--- src/verilog/crdc_pkg.sv ---
package crdc_pkg;
    // ************************************************************
    // register offsets
    // ************************************************************
    localparam logic [3:0] crdc_off_collision = 4'h0;
    localparam logic [3:0] crdc_off_dma_enable = 4'h1;
    localparam logic [3:0] crdc_off_burst = 4'h2;
    localparam logic [3:0] crdc_off_irq_status = 4'h3;
    localparam logic [3:0] crdc_off_irq_clear = 4'h4;
    localparam logic [3:0] crdc_off_irq_enable = 4'h5;
    localparam logic [3:0] crdc_off_state = 4'h6;

    // ************************************************************
    // field positions and codes
    // ************************************************************
    localparam int crdc_bit_skip = 0;
    localparam int crdc_bit_restart = 1;
    localparam int crdc_bit_nohalt = 2;
    localparam int crdc_bit_tx_dma = 0;
    localparam int crdc_bit_rx_dma = 1;
    localparam logic [7:0] crdc_code_repeat = 8'h02;
    localparam logic [7:0] crdc_code_skip = 8'h03;
    localparam logic [7:0] crdc_code_auto_repeat = 8'h06;
    localparam logic [7:0] crdc_code_auto_skip = 8'h07;

    // ************************************************************
    // reset values and counts
    // ************************************************************
    localparam logic [2:0] crdc_collision_reset = 3'h0;
    localparam logic [1:0] crdc_dma_reset = 2'h0;
    localparam logic [1:0] crdc_burst_reset = 2'h0;
    localparam logic [4:0] crdc_collision_limit = 5'h10;
    localparam logic [3:0] crdc_burst_len_0 = 4'h1;
    localparam logic [3:0] crdc_burst_len_1 = 4'h2;
    localparam logic [3:0] crdc_burst_len_2 = 4'h4;
    localparam logic [3:0] crdc_burst_len_3 = 4'hc;

    // interrupt status bits: halted, transmit done, transfer end
    localparam int crdc_irq_halt = 0;
    localparam int crdc_irq_done = 1;
    localparam int crdc_irq_eop = 2;

    typedef enum {crdc_idle, crdc_sending, crdc_halted} crdc_state_t;

    // events from the transmitter
    typedef struct packed {
        logic start;       // beginning an attempt of a packet
        logic collision;   // attempt ended in a collision
        logic success;     // packet sent
        logic more;        // another packet waits behind this one
    } crdc_tx_event_t;

    // commands to the transmitter
    typedef struct packed {
        logic retry;       // attempt the same packet again
        logic discard;     // drop packet, go to next
        logic go_idle;     // no packet left
    } crdc_tx_cmd_t;
endpackage

--- src/verilog/crdc_collision_dma_ctrl.sv ---
`timescale 1ns/1ps
`default_nettype none
module crdc_collision_dma_ctrl
    import crdc_pkg::*;
(
    // clock and reset
    input wire logic clock,
    input wire logic resetn,
    // register port
    input wire logic [3:0] reg_addr,
    input wire logic [7:0] reg_wdata,
    input wire logic reg_write,
    input wire logic reg_read,
    output logic [7:0] reg_rdata,
    // transmitter side
    input wire crdc_tx_event_t tx_event,
    output crdc_tx_cmd_t tx_cmd,
    output logic tx_halted,
    output logic tx_done,
    // dma side
    input wire logic transfer_end,
    input wire logic system_word_mode,
    output logic rx_dma_enable,
    output logic tx_dma_enable,
    output logic dma_terminate,
    output logic [3:0] burst_length,
    output logic burst_unit_word,
    output logic transfer_end_flag,
    // interrupt
    output logic irq
);
    // ************************************************************
    // registers
    // ************************************************************
    // software-visible state
    logic [2:0] collision_action_control;
    logic [1:0] dma_enable_control;
    logic [1:0] burst_transceiver_mode;
    logic [2:0] irq_status;
    logic [2:0] irq_enable;
    // transmitter tracking
    logic [4:0] collision_count;
    crdc_state_t state;
    // decoded strobes and events
    logic wr_coll;
    logic wr_dma;
    logic halt_hit;
    logic resume;
    logic resume_skip;
    // interrupt set and clear vectors
    logic [2:0] irq_set;
    logic [2:0] irq_clr;

    assign wr_coll = reg_write && (reg_addr == crdc_off_collision);
    assign wr_dma = reg_write && (reg_addr == crdc_off_dma_enable);
    // sixteenth consecutive collision on this packet
    assign halt_hit = tx_event.collision
        && (collision_count == (crdc_collision_limit - 5'h01));
    // repeat or skip code (restart set, nohalt clear) written while halted
    assign resume = wr_coll && (state == crdc_halted)
        && reg_wdata[crdc_bit_restart] && !reg_wdata[crdc_bit_nohalt];
    assign resume_skip = resume && reg_wdata[crdc_bit_skip];

    // ************************************************************
    // collision register: mode bits and restart command
    // ************************************************************
    // mode bits stored; restart bit cleared by hardware at packet start unless the nohalt bit is set
    // a software write wins over the hardware clear in the same cycle
    always_ff @(posedge clock)
    begin
        if (!resetn)
            collision_action_control <= crdc_collision_reset;
        else if (wr_coll)
            collision_action_control <= reg_wdata[2:0];
        else if (tx_event.start && !collision_action_control[crdc_bit_nohalt])
            collision_action_control[crdc_bit_restart] <= 1'b0;
    end

    // ************************************************************
    // collision counter and halt state
    // ************************************************************
    // counts consecutive collisions of the current packet;
    // cleared at the sixteenth too, so each retry round starts afresh
    always_ff @(posedge clock)
    begin
        if (!resetn)
            collision_count <= 5'h00;
        else if (resume || tx_event.success || halt_hit)
            collision_count <= 5'h00;
        else if (tx_event.collision)
            collision_count <= collision_count + 5'h01;
    end

    // transmitter run state
    // halt persists until software writes a code with restart set and nohalt clear (repeat or skip)
    always_ff @(posedge clock)
    begin
        if (!resetn)
            state <= crdc_idle;
        else
            case (state)
                crdc_idle:
                    if (tx_event.start)
                        state <= crdc_sending;
                crdc_sending:
                    if (halt_hit && !collision_action_control[crdc_bit_nohalt])
                        state <= crdc_halted;
                    else if (halt_hit && collision_action_control[crdc_bit_skip]
                        && !tx_event.more)
                        state <= crdc_idle;
                    else if (tx_event.success && !tx_event.more)
                        state <= crdc_idle;
                crdc_halted:
                    if (resume_skip && !tx_event.more)
                        state <= crdc_idle;
                    else if (resume)
                        state <= crdc_sending;
                default:
                    state <= crdc_idle;
            endcase
    end

    // transmitter commands, one-cycle pulses from flip-flops
    // automatic modes act at the sixteenth collision without halting
    always_ff @(posedge clock)
    begin
        if (!resetn)
            tx_cmd <= '0;
        else
        begin
            tx_cmd.retry <= (resume && !resume_skip)
                || (state == crdc_sending && halt_hit
                    && collision_action_control[crdc_bit_nohalt]
                    && !collision_action_control[crdc_bit_skip]);
            tx_cmd.discard <= resume_skip
                || (state == crdc_sending && halt_hit
                    && collision_action_control[crdc_bit_nohalt]
                    && collision_action_control[crdc_bit_skip]);
            tx_cmd.go_idle <= (resume_skip && !tx_event.more)
                || (state == crdc_sending && !tx_event.more
                    && (tx_event.success || (halt_hit
                        && collision_action_control[crdc_bit_nohalt]
                        && collision_action_control[crdc_bit_skip])));
        end
    end

    // ************************************************************
    // dma enable and burst
    // ************************************************************
    // write-only enables; reserved bits dropped
    // no read path, so software must keep its own copy
    always_ff @(posedge clock)
    begin
        if (!resetn)
            dma_enable_control <= crdc_dma_reset;
        else if (wr_dma)
            dma_enable_control <= reg_wdata[1:0];
    end

    // terminate pulse when both enables written zero
    always_ff @(posedge clock)
    begin
        if (!resetn)
            dma_terminate <= 1'b0;
        else
            dma_terminate <= wr_dma && (reg_wdata[1:0] == 2'h0);
    end

    // burst length code
    always_ff @(posedge clock)
    begin
        if (!resetn)
            burst_transceiver_mode <= crdc_burst_reset;
        else if (reg_write && reg_addr == crdc_off_burst)
            burst_transceiver_mode <= reg_wdata[1:0];
    end

    // decoded burst length
    // code 3 gives the longest burst
    always_comb
    begin
        case (burst_transceiver_mode)
            2'h0: burst_length = crdc_burst_len_0;
            2'h1: burst_length = crdc_burst_len_1;
            2'h2: burst_length = crdc_burst_len_2;
            default: burst_length = crdc_burst_len_3;
        endcase
    end

    assign burst_unit_word = system_word_mode;
    assign rx_dma_enable = dma_enable_control[crdc_bit_rx_dma];
    assign tx_dma_enable = dma_enable_control[crdc_bit_tx_dma];
    assign tx_halted = (state == crdc_halted);
    assign tx_done = irq_status[crdc_irq_done];
    assign transfer_end_flag = irq_status[crdc_irq_eop];

    // ************************************************************
    // interrupts
    // ************************************************************
    // halt, done and transfer end events
    assign irq_set[crdc_irq_halt] = (state == crdc_sending) && halt_hit
        && !collision_action_control[crdc_bit_nohalt];
    assign irq_set[crdc_irq_done] = tx_cmd.go_idle;
    assign irq_set[crdc_irq_eop] = transfer_end;
    assign irq_clr = (reg_write && reg_addr == crdc_off_irq_clear) ? reg_wdata[2:0] : 3'h0;

    // sticky status, set wins over clear
    // a transfer end in the clearing cycle is kept, never lost
    always_ff @(posedge clock)
    begin
        if (!resetn)
            irq_status <= 3'h0;
        else
        begin
            irq_status <= (irq_status & ~irq_clr) | irq_set;
            if (dma_terminate && !transfer_end)
                irq_status[crdc_irq_eop] <= 1'b0;
        end
    end

    // interrupt enables
    always_ff @(posedge clock)
    begin
        if (!resetn)
            irq_enable <= 3'h0;
        else if (reg_write && reg_addr == crdc_off_irq_enable)
            irq_enable <= reg_wdata[2:0];
    end

    assign irq = |(irq_status & irq_enable);

    // ************************************************************
    // read data
    // ************************************************************
    // one cycle after read strobe; write-only and unmapped read zero
    // zero outside the answer cycle keeps the bus quiet
    always_ff @(posedge clock)
    begin
        if (!resetn)
            reg_rdata <= 8'h00;
        else if (!reg_read)
            reg_rdata <= 8'h00;
        else if (reg_addr == crdc_off_collision)
            reg_rdata <= {5'h00, collision_action_control};
        else if (reg_addr == crdc_off_irq_status)
            reg_rdata <= {5'h00, irq_status};
        else if (reg_addr == crdc_off_irq_enable)
            reg_rdata <= {5'h00, irq_enable};
        else if (reg_addr == crdc_off_state)
            reg_rdata <= {1'b0, tx_halted, collision_count, 1'b0};
        else
            reg_rdata <= 8'h00;
    end

    // ************************************************************
    // checks
    // ************************************************************
    a_halt_on_sixteen: assert property (@(posedge clock) disable iff (!resetn)
        (state == crdc_sending && halt_hit && !collision_action_control[crdc_bit_nohalt])
        |=> tx_halted) else $error("no halt after sixteen collisions");
    a_resume_repeat: assert property (@(posedge clock) disable iff (!resetn)
        (resume && !resume_skip) |=> tx_cmd.retry && !tx_halted && collision_count == 5'h00)
        else $error("repeat resume failed");
    a_resume_skip: assert property (@(posedge clock) disable iff (!resetn)
        resume_skip |=> tx_cmd.discard) else $error("skip resume failed");
    a_skip_done: assert property (@(posedge clock) disable iff (!resetn)
        (resume_skip && !tx_event.more) |=> ##1 tx_done) else $error("done not set");
    a_auto_no_halt: assert property (@(posedge clock) disable iff (!resetn)
        (collision_action_control[crdc_bit_nohalt] && !wr_coll && state != crdc_halted)
        |=> !tx_halted) else $error("halted in auto mode");
    a_restart_clear: assert property (@(posedge clock) disable iff (!resetn)
        (tx_event.start && !wr_coll && !collision_action_control[crdc_bit_nohalt])
        |=> !collision_action_control[crdc_bit_restart]) else $error("restart kept");
    a_dma_bits: assert property (@(posedge clock) disable iff (!resetn)
        wr_dma |=> rx_dma_enable == $past(reg_wdata[1]) && tx_dma_enable == $past(reg_wdata[0]))
        else $error("dma enable mismatch");
    a_eop_clear: assert property (@(posedge clock) disable iff (!resetn)
        (wr_dma && reg_wdata[1:0] == 2'h0 && !transfer_end) ##1 !transfer_end
        |=> !transfer_end_flag) else $error("end flag not cleared");
    a_burst_max: assert property (@(posedge clock) disable iff (!resetn)
        burst_transceiver_mode == 2'h3 |-> burst_length == 4'hc)
        else $error("burst length wrong");
    a_count_bound: assert property (@(posedge clock) disable iff (!resetn)
        collision_count < crdc_collision_limit) else $error("count overflow");

    // automatic continuation
    a_auto_repeat: assert property (@(posedge clock) disable iff (!resetn)
        (state == crdc_sending && halt_hit && collision_action_control[crdc_bit_nohalt]
        && !collision_action_control[crdc_bit_skip]) |=> tx_cmd.retry && !tx_halted)
        else $error("no automatic retry");
    a_auto_skip: assert property (@(posedge clock) disable iff (!resetn)
        (state == crdc_sending && halt_hit && collision_action_control[crdc_bit_nohalt]
        && collision_action_control[crdc_bit_skip]) |=> tx_cmd.discard && !tx_halted)
        else $error("no automatic skip");
    a_auto_restart: assert property (@(posedge clock) disable iff (!resetn)
        (tx_event.start && !wr_coll && collision_action_control[crdc_bit_nohalt])
        |=> collision_action_control == $past(collision_action_control))
        else $error("mode bits changed");

    // halt, resume and counting
    a_halt_holds: assert property (@(posedge clock) disable iff (!resetn)
        (tx_halted && !resume) |=> tx_halted) else $error("halt left without command");
    a_skip_count: assert property (@(posedge clock) disable iff (!resetn)
        resume_skip |=> collision_count == 5'h00 && !tx_halted) else $error("skip count kept");
    a_success_count: assert property (@(posedge clock) disable iff (!resetn)
        tx_event.success |=> collision_count == 5'h00) else $error("count kept");
    a_done_set: assert property (@(posedge clock) disable iff (!resetn)
        tx_cmd.go_idle |=> tx_done) else $error("done missing after idle");
    a_mode_write: assert property (@(posedge clock) disable iff (!resetn)
        wr_coll |=> collision_action_control == $past(reg_wdata[2:0]))
        else $error("collision register write lost");

    // dma, burst and read port
    a_term_pulse: assert property (@(posedge clock) disable iff (!resetn)
        (wr_dma && reg_wdata[1:0] == 2'h0)
        |=> dma_terminate && !rx_dma_enable && !tx_dma_enable) else $error("dma not ended");
    a_burst_min: assert property (@(posedge clock) disable iff (!resetn)
        burst_transceiver_mode == 2'h0 |-> burst_length == 4'h1)
        else $error("burst short wrong");
    a_wo_read: assert property (@(posedge clock) disable iff (!resetn)
        (reg_read && reg_addr == crdc_off_dma_enable) |=> reg_rdata == 8'h00)
        else $error("dma enable readable");
endmodule
`default_nettype wire

--- config.mk ---
export PLATFORM = sky130hd
export DESIGN_NAME = crdc_collision_dma_ctrl
export DESIGN_NICKNAME = d
export VERILOG_FILES = /design/src/verilog/crdc_pkg.sv /design/src/verilog/crdc_collision_dma_ctrl.sv
export SDC_FILE = /design/constraint.sdc
export NUM_CORES = 1
export LEC_CHECK = 0
export ABC_AREA = 1
export BUFFER_PORTS_ARGS = -buffer_cell sky130_fd_sc_hd__buf_4
export CAP_MARGIN = 30
export CORE_MARGIN = 2
export CORE_UTILIZATION = 53
export DETAILED_ROUTE_END_ITERATION = 10
export PLACE_DENSITY = 0.91
export SLEW_MARGIN = 5
export SYNTH_ARGS = -nofsm -noshare
export SYNTH_HDL_FRONTEND = slang
export SYNTH_SLANG_ARGS = --single-unit
export TNS_END_PERCENT = 20
--- constraint.sdc ---
create_clock -name clock -period 3.95 [get_ports clock]
set_input_delay 0.5925 -clock clock [delete_from_list [all_inputs] [get_ports clock]]
set_output_delay 0.5925 -clock clock [all_outputs]
set_load 0.05 [all_outputs]
* Word level (Yosys, flattened, before mapping)
Cells that the tools add are included.
** Storage, ports and cells
- Output and inout bits :: 23
- Bits in registers :: 62
** Operators by class
- Bitwise logic cells :: 7
- Reduce and logical (&&, ||, !) cells :: 52
- Mux-type cells :: 15
- $add $sub $neg :: 1
- Equal/unequal tests :: 16
** Operator list (number)
- $mux 32 :: 6
- $pmux 32 s3 :: 1
- $eq 32x2->1 const B :: 2
- $eq 32x1->1 const B :: 1
- $eq 32x3->1 const B :: 1
- $logic_not 32->1 :: 1
- $logic_and 1x1->1 :: 28
- $mux 3 :: 5
- $eq 4x3->1 const B :: 3
- $pmux 4 s3 :: 1
- $eq 4x2->1 const B :: 2
- $and 3x3->3 :: 2
- $logic_not 1->1 :: 6
- $logic_or 1x1->1 :: 6
- $reduce_or 6->1 :: 1
- $add 5x1->5 const B :: 1
- $eq 5x4->1 const B :: 1
- $reduce_or 5->1 :: 1
- $eq 4x1->1 const B :: 1
- $logic_not 2->1 :: 2
- $logic_not 4->1 :: 1
- $ne 4x4->1 const B :: 1
- $reduce_or 2->1 :: 2
- $ne 3x3->1 const B :: 1
- other kinds (11) :: 14

* Logic depth before layout (Yosys ltp)
Gate-level depths: netlist (run 1).
- Word-level depth :: 9
- Gate-level depth with buffers :: 12

* Least setup slack after synthesis (run 1)
Ideal clock, no wire load.
- Path type :: register to output
- Start :: register irq_status[1]
- End :: output port irq
- Path slack :: 1772 ps
- Stages on the path, launching flop included :: 3
- Data required time :: 3357 ps
- Data arrival time :: 1586 ps
- Path through :: dfxtp_1 inv_1 o221ai_1
** Between the ends
- Word-level cells in the longest chain between the ends :: 2
** Ends and longest elaborated chain
- from (decl) :: line crdc_collision_dma_ctrl.sv:39 : logic [2:0] irq_status;
- from (signal assigned) :: line crdc_collision_dma_ctrl.sv:215 : irq_status <= (irq_status & ~irq_clr) | irq_set;
- $and 3x3->3 :: line crdc_collision_dma_ctrl.sv:230 : assign irq = |(irq_status & irq_enable);
- $reduce_or 3->1 :: line crdc_collision_dma_ctrl.sv:230
- to (decl) :: line crdc_collision_dma_ctrl.sv:30 : output logic irq
Every way passes these cells.

* Worst setup path in the final report (run 1)
- Start :: register irq_status[2]
- End :: output port irq
Same word-level chain as after synthesis.

==> flow_summary.json, run 1 <==
{
  "drv_cap": 0,
  "r2r_setup_slack_ps": 2300,
  "setup_tns_ps": 0,
  "rr_endpoint": "state[0]",
  "synth_cells": 197,
  "multi_input_area_um2": 627,
  "vias_per_cell": 5.17,
  "powerDensity_mw_per_mm2": 347,
  "fmax_mhz": 547,
  "end_kind": "primary output",
  "pwr-share-comb": 0.118,
  "finalCriticalPeriod_ps": 1830,
  "regArea_um2": 621,
  "slew_violations": 0,
  "setup_viol": 0,
  "synth_top_flop_cell": "dfxtp_1",
  "dieHeight_um": 55.4,
  "die-area_mm2": 0.00307,
  "synth_area_leaders": "dfxtp_1 (44%), nor2_1 (9.1%), nand2_1 (8.6%)",
  "start_util": 0.561,
  "power.net_switching_uw": 157,
  "grt_pass1_vias": 1204,
  "totalWireLength_um": 3110,
  "ys_seq_elements": 31,
  "fin_worst_skew_ps": 12.7,
  "track_usage": 0.216,
  "std_cell_rows": 18,
  "cts_num_sinks": 31,
  "timing.rr.start": "collision_count[0]",
  "peakVddDrop_v": 0.000279,
  "synth_top_area_share": 0.442,
  "portBuffers": 36,
  "worstSetupPathType": "reg -> out",
  "ys_warn_count": 0,
  "core-area_mm2": 0.00250,
  "diodes": 0,
  "synth_edf_count": 0,
  "dr.pass1.iters": 4,
  "syn_area_per_cell_um2": 7.12,
  "fillers": 218,
  "leakage_nw": 0.771,
  "hp-start": "dma_enable_control[1]",
  "min_path_cells": 2,
  "syn-cell-area_mm2": 0.00140,
  "gp_congestion": 0.828,
  "rsz0062_at_grt": "no",
  "cts_buffers": 5,
  "power_uw": 605,
  "startpoint_type": "flip-flop",
  "intPower_uw": 448,
  "hold_viol_final": 0,
  "area_delta_synth_final_pct": 24.4,
  "nets": 258,
  "synth_most_common_cell": "nor2_1",
  "dp_cells": 257,
  "clkPwrFrac": 0.350,
  "drt-initial-drc-count": 35,
  "ys_async_sr_fraction": 0,
  "syn_nets": 221,
  "sw_frac_of_total": 0.260,
  "yosys.area.top_type": "dfxtp_1",
  "routedWlPerCell_um": 11.8,
  "clock_latency_ps": 340,
  "synth_cell_types": 25,
  "clk_pin_slew_ps": 100,
  "utilization": 0.698,
  "cts-root-buf": "clkbuf_4",
  "grt_overflow": 0,
  "post_route_cells_drive_above_1_share": 0.213,
  "worstHoldEndpoint": "dma_enable_control[1]",
  "antenna_found_initial": 0,
  "finalCritPeriodShare": 0.463,
  "reg2regPathDepth": 12,
  "hold_path.class": "reg -> reg",
  "arrival_ps": 1240,
  "synthTopCellsByCount": "nor2_1 (34), nand2_1 (32), dfxtp_1 (31), inv_1 (31), a21oi_1 (22)",
  "ios": 45,
  "htreeDepth": 2,
  "grt_pass1_wl_um": 5150,
  "path_max_fanout": 3,
  "stdcell_count": 265,
  "cts_hold_buf": 0,
  "grt_max_degree": 13,
  "seq_power_share": 0.533,
  "die_w_um": 55.4,
  "post_cts_resized": 0,
  "dp_hpwl_um": 2380,
  "post-route-drc-count": 0,
  "status": "finished, final reports clean",
  "required_ps": 3360,
  "cts_buffer_depth": 2,
  "post_cts_buffers": 0,
  "cts_tree": "built",
  "ys_seq_area_frac": 0.442,
  "ant_nets": 0,
  "num_vias": 1371
}
## cells in the final DEF (no fill, tap or decap), drive strengths merged
cell type and n:
a21oi 22, a31oi 1, buf 36, clkbuf 8
clkinv 1, conb 1, dfxtp 31, ha 2
inv 31, nand2 34, nand3 7, nand4 5
nor2 37, nor3 3, o21a 1, o21ai 8
o221ai 1, o22ai 2, o32ai 1, or2 1
xor2 2
## critical path, stage by stage, from the launching register on
cell	delay (ps)
dfxtp_1	350
inv_1	80
o221ai_1	230
buf_4	250
## power groups by stage
stage | registers (mW) | logic, mW | clock network, mW
after CTS | 0.322 | 0.0709 | 0.214
after floorplan | 0.334 | 0.0438 | 0
after global placement | 0.330 | 0.0688 | 0
after global routing | 0.323 | 0.0789 | 0.225
final | 0.322 | 0.0711 | 0.211
after detailed placement | 0.330 | 0.0705 | 0
## worst max-delay path by stage
stage,startpoint,slack (ps),cells past startpoint,to
final,irq_status[2],2120,3,irq
after global routing,collision_count[0],2060,12,state[0]
after CTS,irq_status[2],2150,3,irq
after detailed placement,reg_addr[0],2300,7,irq_status[2]
after global placement,reg_addr[3],2340,7,collision_count[4]
after floorplan,irq_status[1],1770,2,irq
## routing by layer
metal | track usage | part of all wire | vias to the layer above
met2 | 0.354 | 0.48 | 46
met1 | 0.266 | 0.43 | 624
met3 | 0.0632 | 0.075 | 5
li1 | - | - | 696
met4 | 0.0836 | 0.014 | 0
met5 | 0 | 0 | -
## cell families (layout without fill, tap and decap cells)
| group | count (synthesis) | after routing | synth area share |
|---|---|---|---|
| AO/OA/AOI/OAI | 36 | 36 | 0.138 |
| XOR/XNOR | 2 | 2 | 0.0125 |
| adder cells (fa/ha/maj) | 2 | 2 | 0.0178 |
| buffers and inverters | 38 | 76 | 0.111 |
| flip-flops | 31 | 31 | 0.442 |
| other | 1 | 1 | 0.00267 |
| AND/OR/NAND/NOR | 87 | 87 | 0.276 |
## cell type report
type / instances / share of cell area
multi-input cells: 128 / 0.359
flip-flops and latches: 31 / 0.356
clock buffers: 8 / 0.0395
well taps: 30 / 0.0215
repair buffers: 36 / 0.155
inverters: 32 / 0.0689
## sequential cells by signal, indices dropped and copies added, names as in the netlist
| name | flops |
|---|---|
| collision_action_control | 3 |
| dma_enable_control | 2 |
| reg_rdata | 7 |
| state | 2 |
| irq_enable | 3 |
| dma_terminate | 1 |
| tx_cmd | 3 |
| collision_count | 5 |
| irq_status | 3 |
| burst_transceiver_mode | 2 |
## through the flow
stage	instance area [um^2]	setup WS, ps	hold slack [ps]
CTS	1740	2150	451
global route	1740	2060	478
detailed placement	1680	2300	438
finish	1740	2120	448
floorplan	1400	1770	436
global placement	1680	2340	436
Power figures use the tool's default switching activity.
==> inputs of run 2 (changes only) <==
--- a/config.mk
+++ b/config.mk
@@ -9,9 +9,9 @@
 export BUFFER_PORTS_ARGS = -buffer_cell sky130_fd_sc_hd__buf_4
 export CAP_MARGIN = 30
 export CORE_MARGIN = 2
-export CORE_UTILIZATION = 53
+export CORE_UTILIZATION = 49
 export DETAILED_ROUTE_END_ITERATION = 10
-export PLACE_DENSITY = 0.91
+export PLACE_DENSITY = 0.85
 export SLEW_MARGIN = 5
 export SYNTH_ARGS = -nofsm -noshare
 export SYNTH_HDL_FRONTEND = slang
==> constraint.sdc (replaced) <==
create_clock -name clock -period 1.9 [get_ports clock]
set_input_delay 0.285 -clock clock [delete_from_list [all_inputs] [get_ports clock]]
set_output_delay 0.285 -clock clock [all_outputs]
set_load 0.05 [all_outputs]
==> run 2 against run 1 <==
Largest cell class unchanged. Clock power grew 82%. First-iteration DRC count increased by 2.9%. Flip-flop and latch count unchanged. Cell count did not move. Wire length is 3.1% lower. Critical path depth increased by 9. Combinational power is 110% higher. Clock skew down 1.8 ps. Sequential power grew 110%. Power is 99% higher. Sequential share of layout area up 0.28 points.
==> flow_summary.json, run 2 (same netlist as run 1, synthesis figures left out) <==
{
  "final_common_cell": "buf_4",
  "hold_path.class": "in -> reg",
  "vias_per_cell": 5.07,
  "grt_pass1_wl_um": 5150,
  "ios": 45,
  "drt-initial-drc-count": 36,
  "routedWlPerCell_um": 11.4,
  "largest_register_ff_count": 7,
  "cpPeakStageDelay_ps": 360,
  "dieHeight_um": 57.5,
  "crit_path_frequent_cell": "nand2_1",
  "pwr-share-comb": 0.123,
  "antenna_found_initial": 0,
  "worstSetupPathType": "reg -> reg",
  "powerDensity_mw_per_mm2": 694,
  "clkPwrFrac": 0.320,
  "die-area_mm2": 0.00331,
  "cts_num_sinks": 31,
  "rr_endpoint": "state[0]",
  "reg2regPathDepth": 12,
  "finalCriticalPeriod_ps": 1640,
  "path_max_fanout": 4,
  "seq_power_share": 0.557,
  "required_ps": 2160,
  "area_delta_synth_final_pct": 23.6,
  "totalWireLength_um": 3020,
  "hp-start": "transfer_end",
  "post_cts_buffers": 0,
  "core-area_mm2": 0.00273,
  "worstHoldEndpoint": "irq_status[2]",
  "die_w_um": 57.5,
  "drv_cap": 0,
  "m1WireLength_um": 1440,
  "track_usage": 0.204,
  "post-route-drc-count": 0,
  "ant_nets": 0,
  "min_path_cells": 3,
  "worst_path_max_delay_cell": "dfxtp_2",
  "r2r_setup_slack_ps": 260,
  "slew_violations": 0,
  "finalCritPeriodShare": 0.861,
  "cts_tree": "built",
  "post_route_cells_drive_above_1_share": 0.218,
  "final_cell_mix": "buf_4 (36), nor2_1 (34), nand2_1 (32)",
  "std_cell_rows": 19,
  "cts_buffers": 5,
  "portBuffers": 36,
  "hold_viol_final": 0,
  "crit_chain": "ha_1 > nand2_1 > nor2_1 > ha_1 > nand2_1 > nor2_1 > nor2_1 > a21oi_1 > nand2_1 > nand2_1 > nand2_1 > nor2_1",
  "grt_max_degree": 13,
  "cts-root-buf": "clkbuf_4",
  "arrival_ps": 1900,
  "top_regs": "reg_rdata x7, collision_count x5",
  "gp_congestion": 0.844,
  "largest_register": "reg_rdata",
  "cts_buffer_depth": 2,
  "met2_length_um": 1370,
  "met3_length_um": 166,
  "status": "finished, final reports clean",
  "start_util": 0.513,
  "timing.rr.start": "collision_count[0]",
  "htreeDepth": 2,
  "clock_latency_ps": 330,
  "dr.pass1.iters": 4,
  "sw_frac_of_total": 0.264,
  "diodes": 0,
  "intPower_uw": 885,
  "grt_pass1_vias": 1230,
  "nets": 258,
  "startpoint_type": "flip-flop",
  "fillers": 254,
  "num_vias": 1343,
  "fin_worst_skew_ps": 10.9,
  "clk_pin_slew_ps": 100,
  "leakage_nw": 0.767,
  "power.net_switching_uw": 318,
  "peakVddDrop_v": 0.000564,
  "fmax_mhz": 611,
  "utilization": 0.634,
  "dp_hpwl_um": 2320,
  "rsz0062_at_grt": "no",
  "top_layer": "met4",
  "end_kind": "flip-flop",
  "setup_tns_ps": 0,
  "setup_viol": 0,
  "grt_overflow": 0
}
-- run 2: cell count changes in the layout (fill, tap and decap cells not counted) --
cell	change
clkbuf_1	-1
clkbuf_8	-1
clkinv_2	+1
dfxtp_1	-1
dfxtp_2	+1
-- run 2: layout make-up --
| type | instances | area [um^2] | area share |
|---|---|---|---|
| multi-input combinational | 128 | 627 | 0.361 |
| sequential | 31 | 622 | 0.359 |
| timing repair buffer | 36 | 270 | 0.156 |
| inverter | 32 | 120 | 0.0693 |
| clock buffer | 6 | 51.3 | 0.0296 |
| tap | 31 | 38.8 | 0.0224 |
| clock inverter | 1 | 5.00 | 0.00289 |
-- run 2: per-stage QoR --
stage | cell area (um^2) | hold WS, ps | setup slack, ps | total power [mW] | instances
after floorplan | 1400 | 402 | 29.2 | 0.785 | 197
after global placement | 1680 | 431 | 337 | 0.829 | 258
after detailed placement | 1680 | 443 | 250 | 0.832 | 258
after CTS | 1730 | 148 | 220 | 1.22 | 265
after global routing | 1730 | 163 | 38.7 | 1.26 | 265
final | 1730 | 156 | 265 | 1.20 | 265
-- run 2: how the worst max path moves through the flow --
stage	start	to	slack, ps	depth (start not counted)
floorplan	irq_status[1]	irq	30	2
global placement	collision_count[0]	state[0]	340	12
detailed placement	collision_count[0]	state[0]	250	12
CTS	collision_count[0]	state[0]	220	12
global route	collision_count[0]	state[0]	40	12
finish	collision_count[0]	state[0]	260	12
-- run 2: per-layer routing --
layer  global-route usage  vias up
li1                     -      699
met1                0.258      599
met2                0.318       38
met3               0.0635        7
met4               0.0963        0
met5                    0        -
-- run 2: what timing repair did --
| item | in CTS | in global routing |
|---|---|---|
| hold buffers | 0 | 0 |
| endpoints found under the setup margin | 0 | 1 |
| resized for setup | 0 | 1 |
-- run 2: worst max-delay path, delay by kind of cell, from the launching register on --
kind | cells | cell delay (ps)
AOI/OAI and AO/OA | 1 | 140
and+or+nand+nor | 9 | 690
DFF | 1 | 360
adders and majority gates | 2 | 370
-- run 2: power groups by stage --
stage               Clock (mW)  Combinational (mW)  Sequential, mW
finish                   0.385               0.148           0.670
global placement             0               0.144           0.685
detailed placement           0               0.146           0.685
floorplan                    0              0.0910           0.694
global route             0.421               0.164           0.672
CTS                      0.398               0.147           0.670
==> inputs of run 3 (changes only) <==
--- a/config.mk
+++ b/config.mk
@@ -11,7 +11,7 @@
 export CORE_MARGIN = 2
 export CORE_UTILIZATION = 49
 export DETAILED_ROUTE_END_ITERATION = 10
-export PLACE_DENSITY = 0.85
+export PLACE_DENSITY_LB_ADDON = 0.05
 export SLEW_MARGIN = 5
 export SYNTH_ARGS = -nofsm -noshare
 export SYNTH_HDL_FRONTEND = slang
==> run 3 against run 2 <==
Critical path depth stayed put. Sequential power barely moved. Setup slack worse by 25 ps. Flip-flop and latch count is the same. Fmax fell by 1.5%. Combinational power up 3%. Clock skew increased by 1.1 ps. Cell count up 0.38%. Final area grew 1.7%. Global-route usage grew 1.4 points. Core utilization increased by 1.1 points. Non-clock buffer count is the same. Largest cell class unchanged.
==> flow_summary.json, run 3 (same netlist as run 1, synthesis figures left out) <==
{
  "hold_viol_final": 0,
  "die-area_mm2": 0.00331,
  "cts_buffers": 5,
  "met3_usage": 0.0680,
  "fin_worst_skew_ps": 12.0,
  "drv_cap": 0,
  "die_w_um": 57.5,
  "cts_num_sinks": 31,
  "cp_num_buf_inv": 0,
  "top_regs": "reg_rdata x7, collision_count x5",
  "largest_register_ff_count": 7,
  "final_cell_mix": "buf_4 (36), nor2_1 (34), nand2_1 (32)",
  "end_kind": "flip-flop",
  "dieHeight_um": 57.5,
  "fmax_mhz": 602,
  "grt_pass1_wl_um": 5430,
  "cts_tree": "built",
  "final_common_cell": "buf_4",
  "largest_register": "reg_rdata",
  "leakage_nw": 0.781,
  "setup_tns_ps": 0,
  "dp_cells": 258,
  "grt.busiest_layer": "met2",
  "dr.pass1.iters": 4,
  "post_route_cells_drive_above_1_share": 0.221,
  "path_delay_family": "simple AND/OR/NAND/NOR gates",
  "crit_path_frequent_cell": "nand2_1",
  "peakVddDrop_v": 0.00103,
  "post-route-drc-count": 0,
  "std_cell_rows": 19,
  "rsz0062_at_grt": "no",
  "stdcell_count": 266,
  "ios": 45,
  "startpoint_type": "flip-flop",
  "vias_per_cell": 5.03,
  "nets": 258,
  "diodes": 0,
  "track_usage": 0.218,
  "post_cts_resized": 0,
  "area_delta_synth_final_pct": 25.8,
  "fillers": 247,
  "cpPeakStageDelay_ps": 370,
  "utilization": 0.645,
  "drt-initial-drc-count": 47,
  "crit_chain": "ha_1 > nand2_1 > nor2_1 > ha_1 > nand2_1 > nor2_1 > nor2_1 > a21oi_1 > nand2_1 > nand2_1 > nand2_1 > nor2_1",
  "ant_nets": 0,
  "cts_hold_buf": 0,
  "status": "finished, final reports clean",
  "gp_congestion": 0.790,
  "grt_max_degree": 13,
  "start_util": 0.513,
  "worst_path_max_delay_cell": "dfxtp_2",
  "hold_path.class": "in -> reg",
  "grt_use_met2": 0.351,
  "portBuffers": 36,
  "totalWireLength_um": 3230,
  "worstSetupPathType": "reg -> reg",
  "slew_violations": 0,
  "core-area_mm2": 0.00273,
  "clk_pin_slew_ps": 100,
  "timing.hold.ws_ps": 156,
  "routedWlPerCell_um": 12.2,
  "cts-root-buf": "clkbuf_4",
  "antenna_found_initial": 0,
  "finalCriticalPeriod_ps": 1660,
  "cts_buffer_depth": 2,
  "htreeDepth": 2,
  "finalCritPeriodShare": 0.874,
  "arrival_ps": 1930,
  "num_vias": 1337,
  "required_ps": 2170,
  "grt_pass1_vias": 1233,
  "clock_latency_ps": 330,
  "setup_viol": 0,
  "met1_usage": 0.265,
  "grt_overflow": 0,
  "post_cts_buffers": 0,
  "path_max_fanout": 4,
  "powerDensity_mw_per_mm2": 775,
  "dp_hpwl_um": 2460
}
## run 3: report_power, final
part / switching (mW) / internal [mW] / total, mW
registers: 0.00958 / 0.661 / 0.671
clock network: 0.234 / 0.311 / 0.545
logic: 0.0993 / 0.0527 / 0.152
total: 0.343 / 1.02 / 1.37
## run 3: per-layer routing
metal	vias up	wire length, um
met5	-	0
met3	9	210
met2	38	1470
met4	0	78
met1	593	1470
li1	697	-
## run 3: per-stage QoR
stage | area, um^2 | power [mW] | worst slack (ps)
6_report | 1760 | 1.37 | 240
2_1_floorplan | 1400 | 0.785 | 29.2
3_5_place_dp | 1680 | 0.836 | 197
4_1_cts | 1760 | 1.37 | 169
5_1_grt | 1760 | 1.42 | 23.1
3_3_place_gp | 1680 | 0.828 | 338
## run 3: path summary, 6_finish.rpt
kind | start | slack (ps) | endpoint | cells past startpoint
worst max-delay path | collision_count[0] | 240 | state[0] | 12
worst min-delay path | transfer_end | 160 | irq_status[2] | 3
worst max register to register | collision_count[0] | 240 | state[0] | 12
worst min register to register | dma_enable_control[1] | 460 | dma_enable_control[1] | 2
## run 3: area by class of cell
type | count | area [um^2] | area share
multi-input combinational | 128 | 627 | 0.355
sequential | 31 | 622 | 0.352
tap | 31 | 38.8 | 0.0220
clock buffer | 6 | 51.3 | 0.0291
timing repair buffer | 36 | 270 | 0.153
clock inverter | 2 | 35.0 | 0.0199
inverter | 32 | 120 | 0.0681
## run 3: worst min-delay path, delay by kind of cell
kind,cells,cell delay [ps]
AOI/OAI and AO/OA,1,30
buffers and inverters,1,80
and+or+nand+nor,1,70
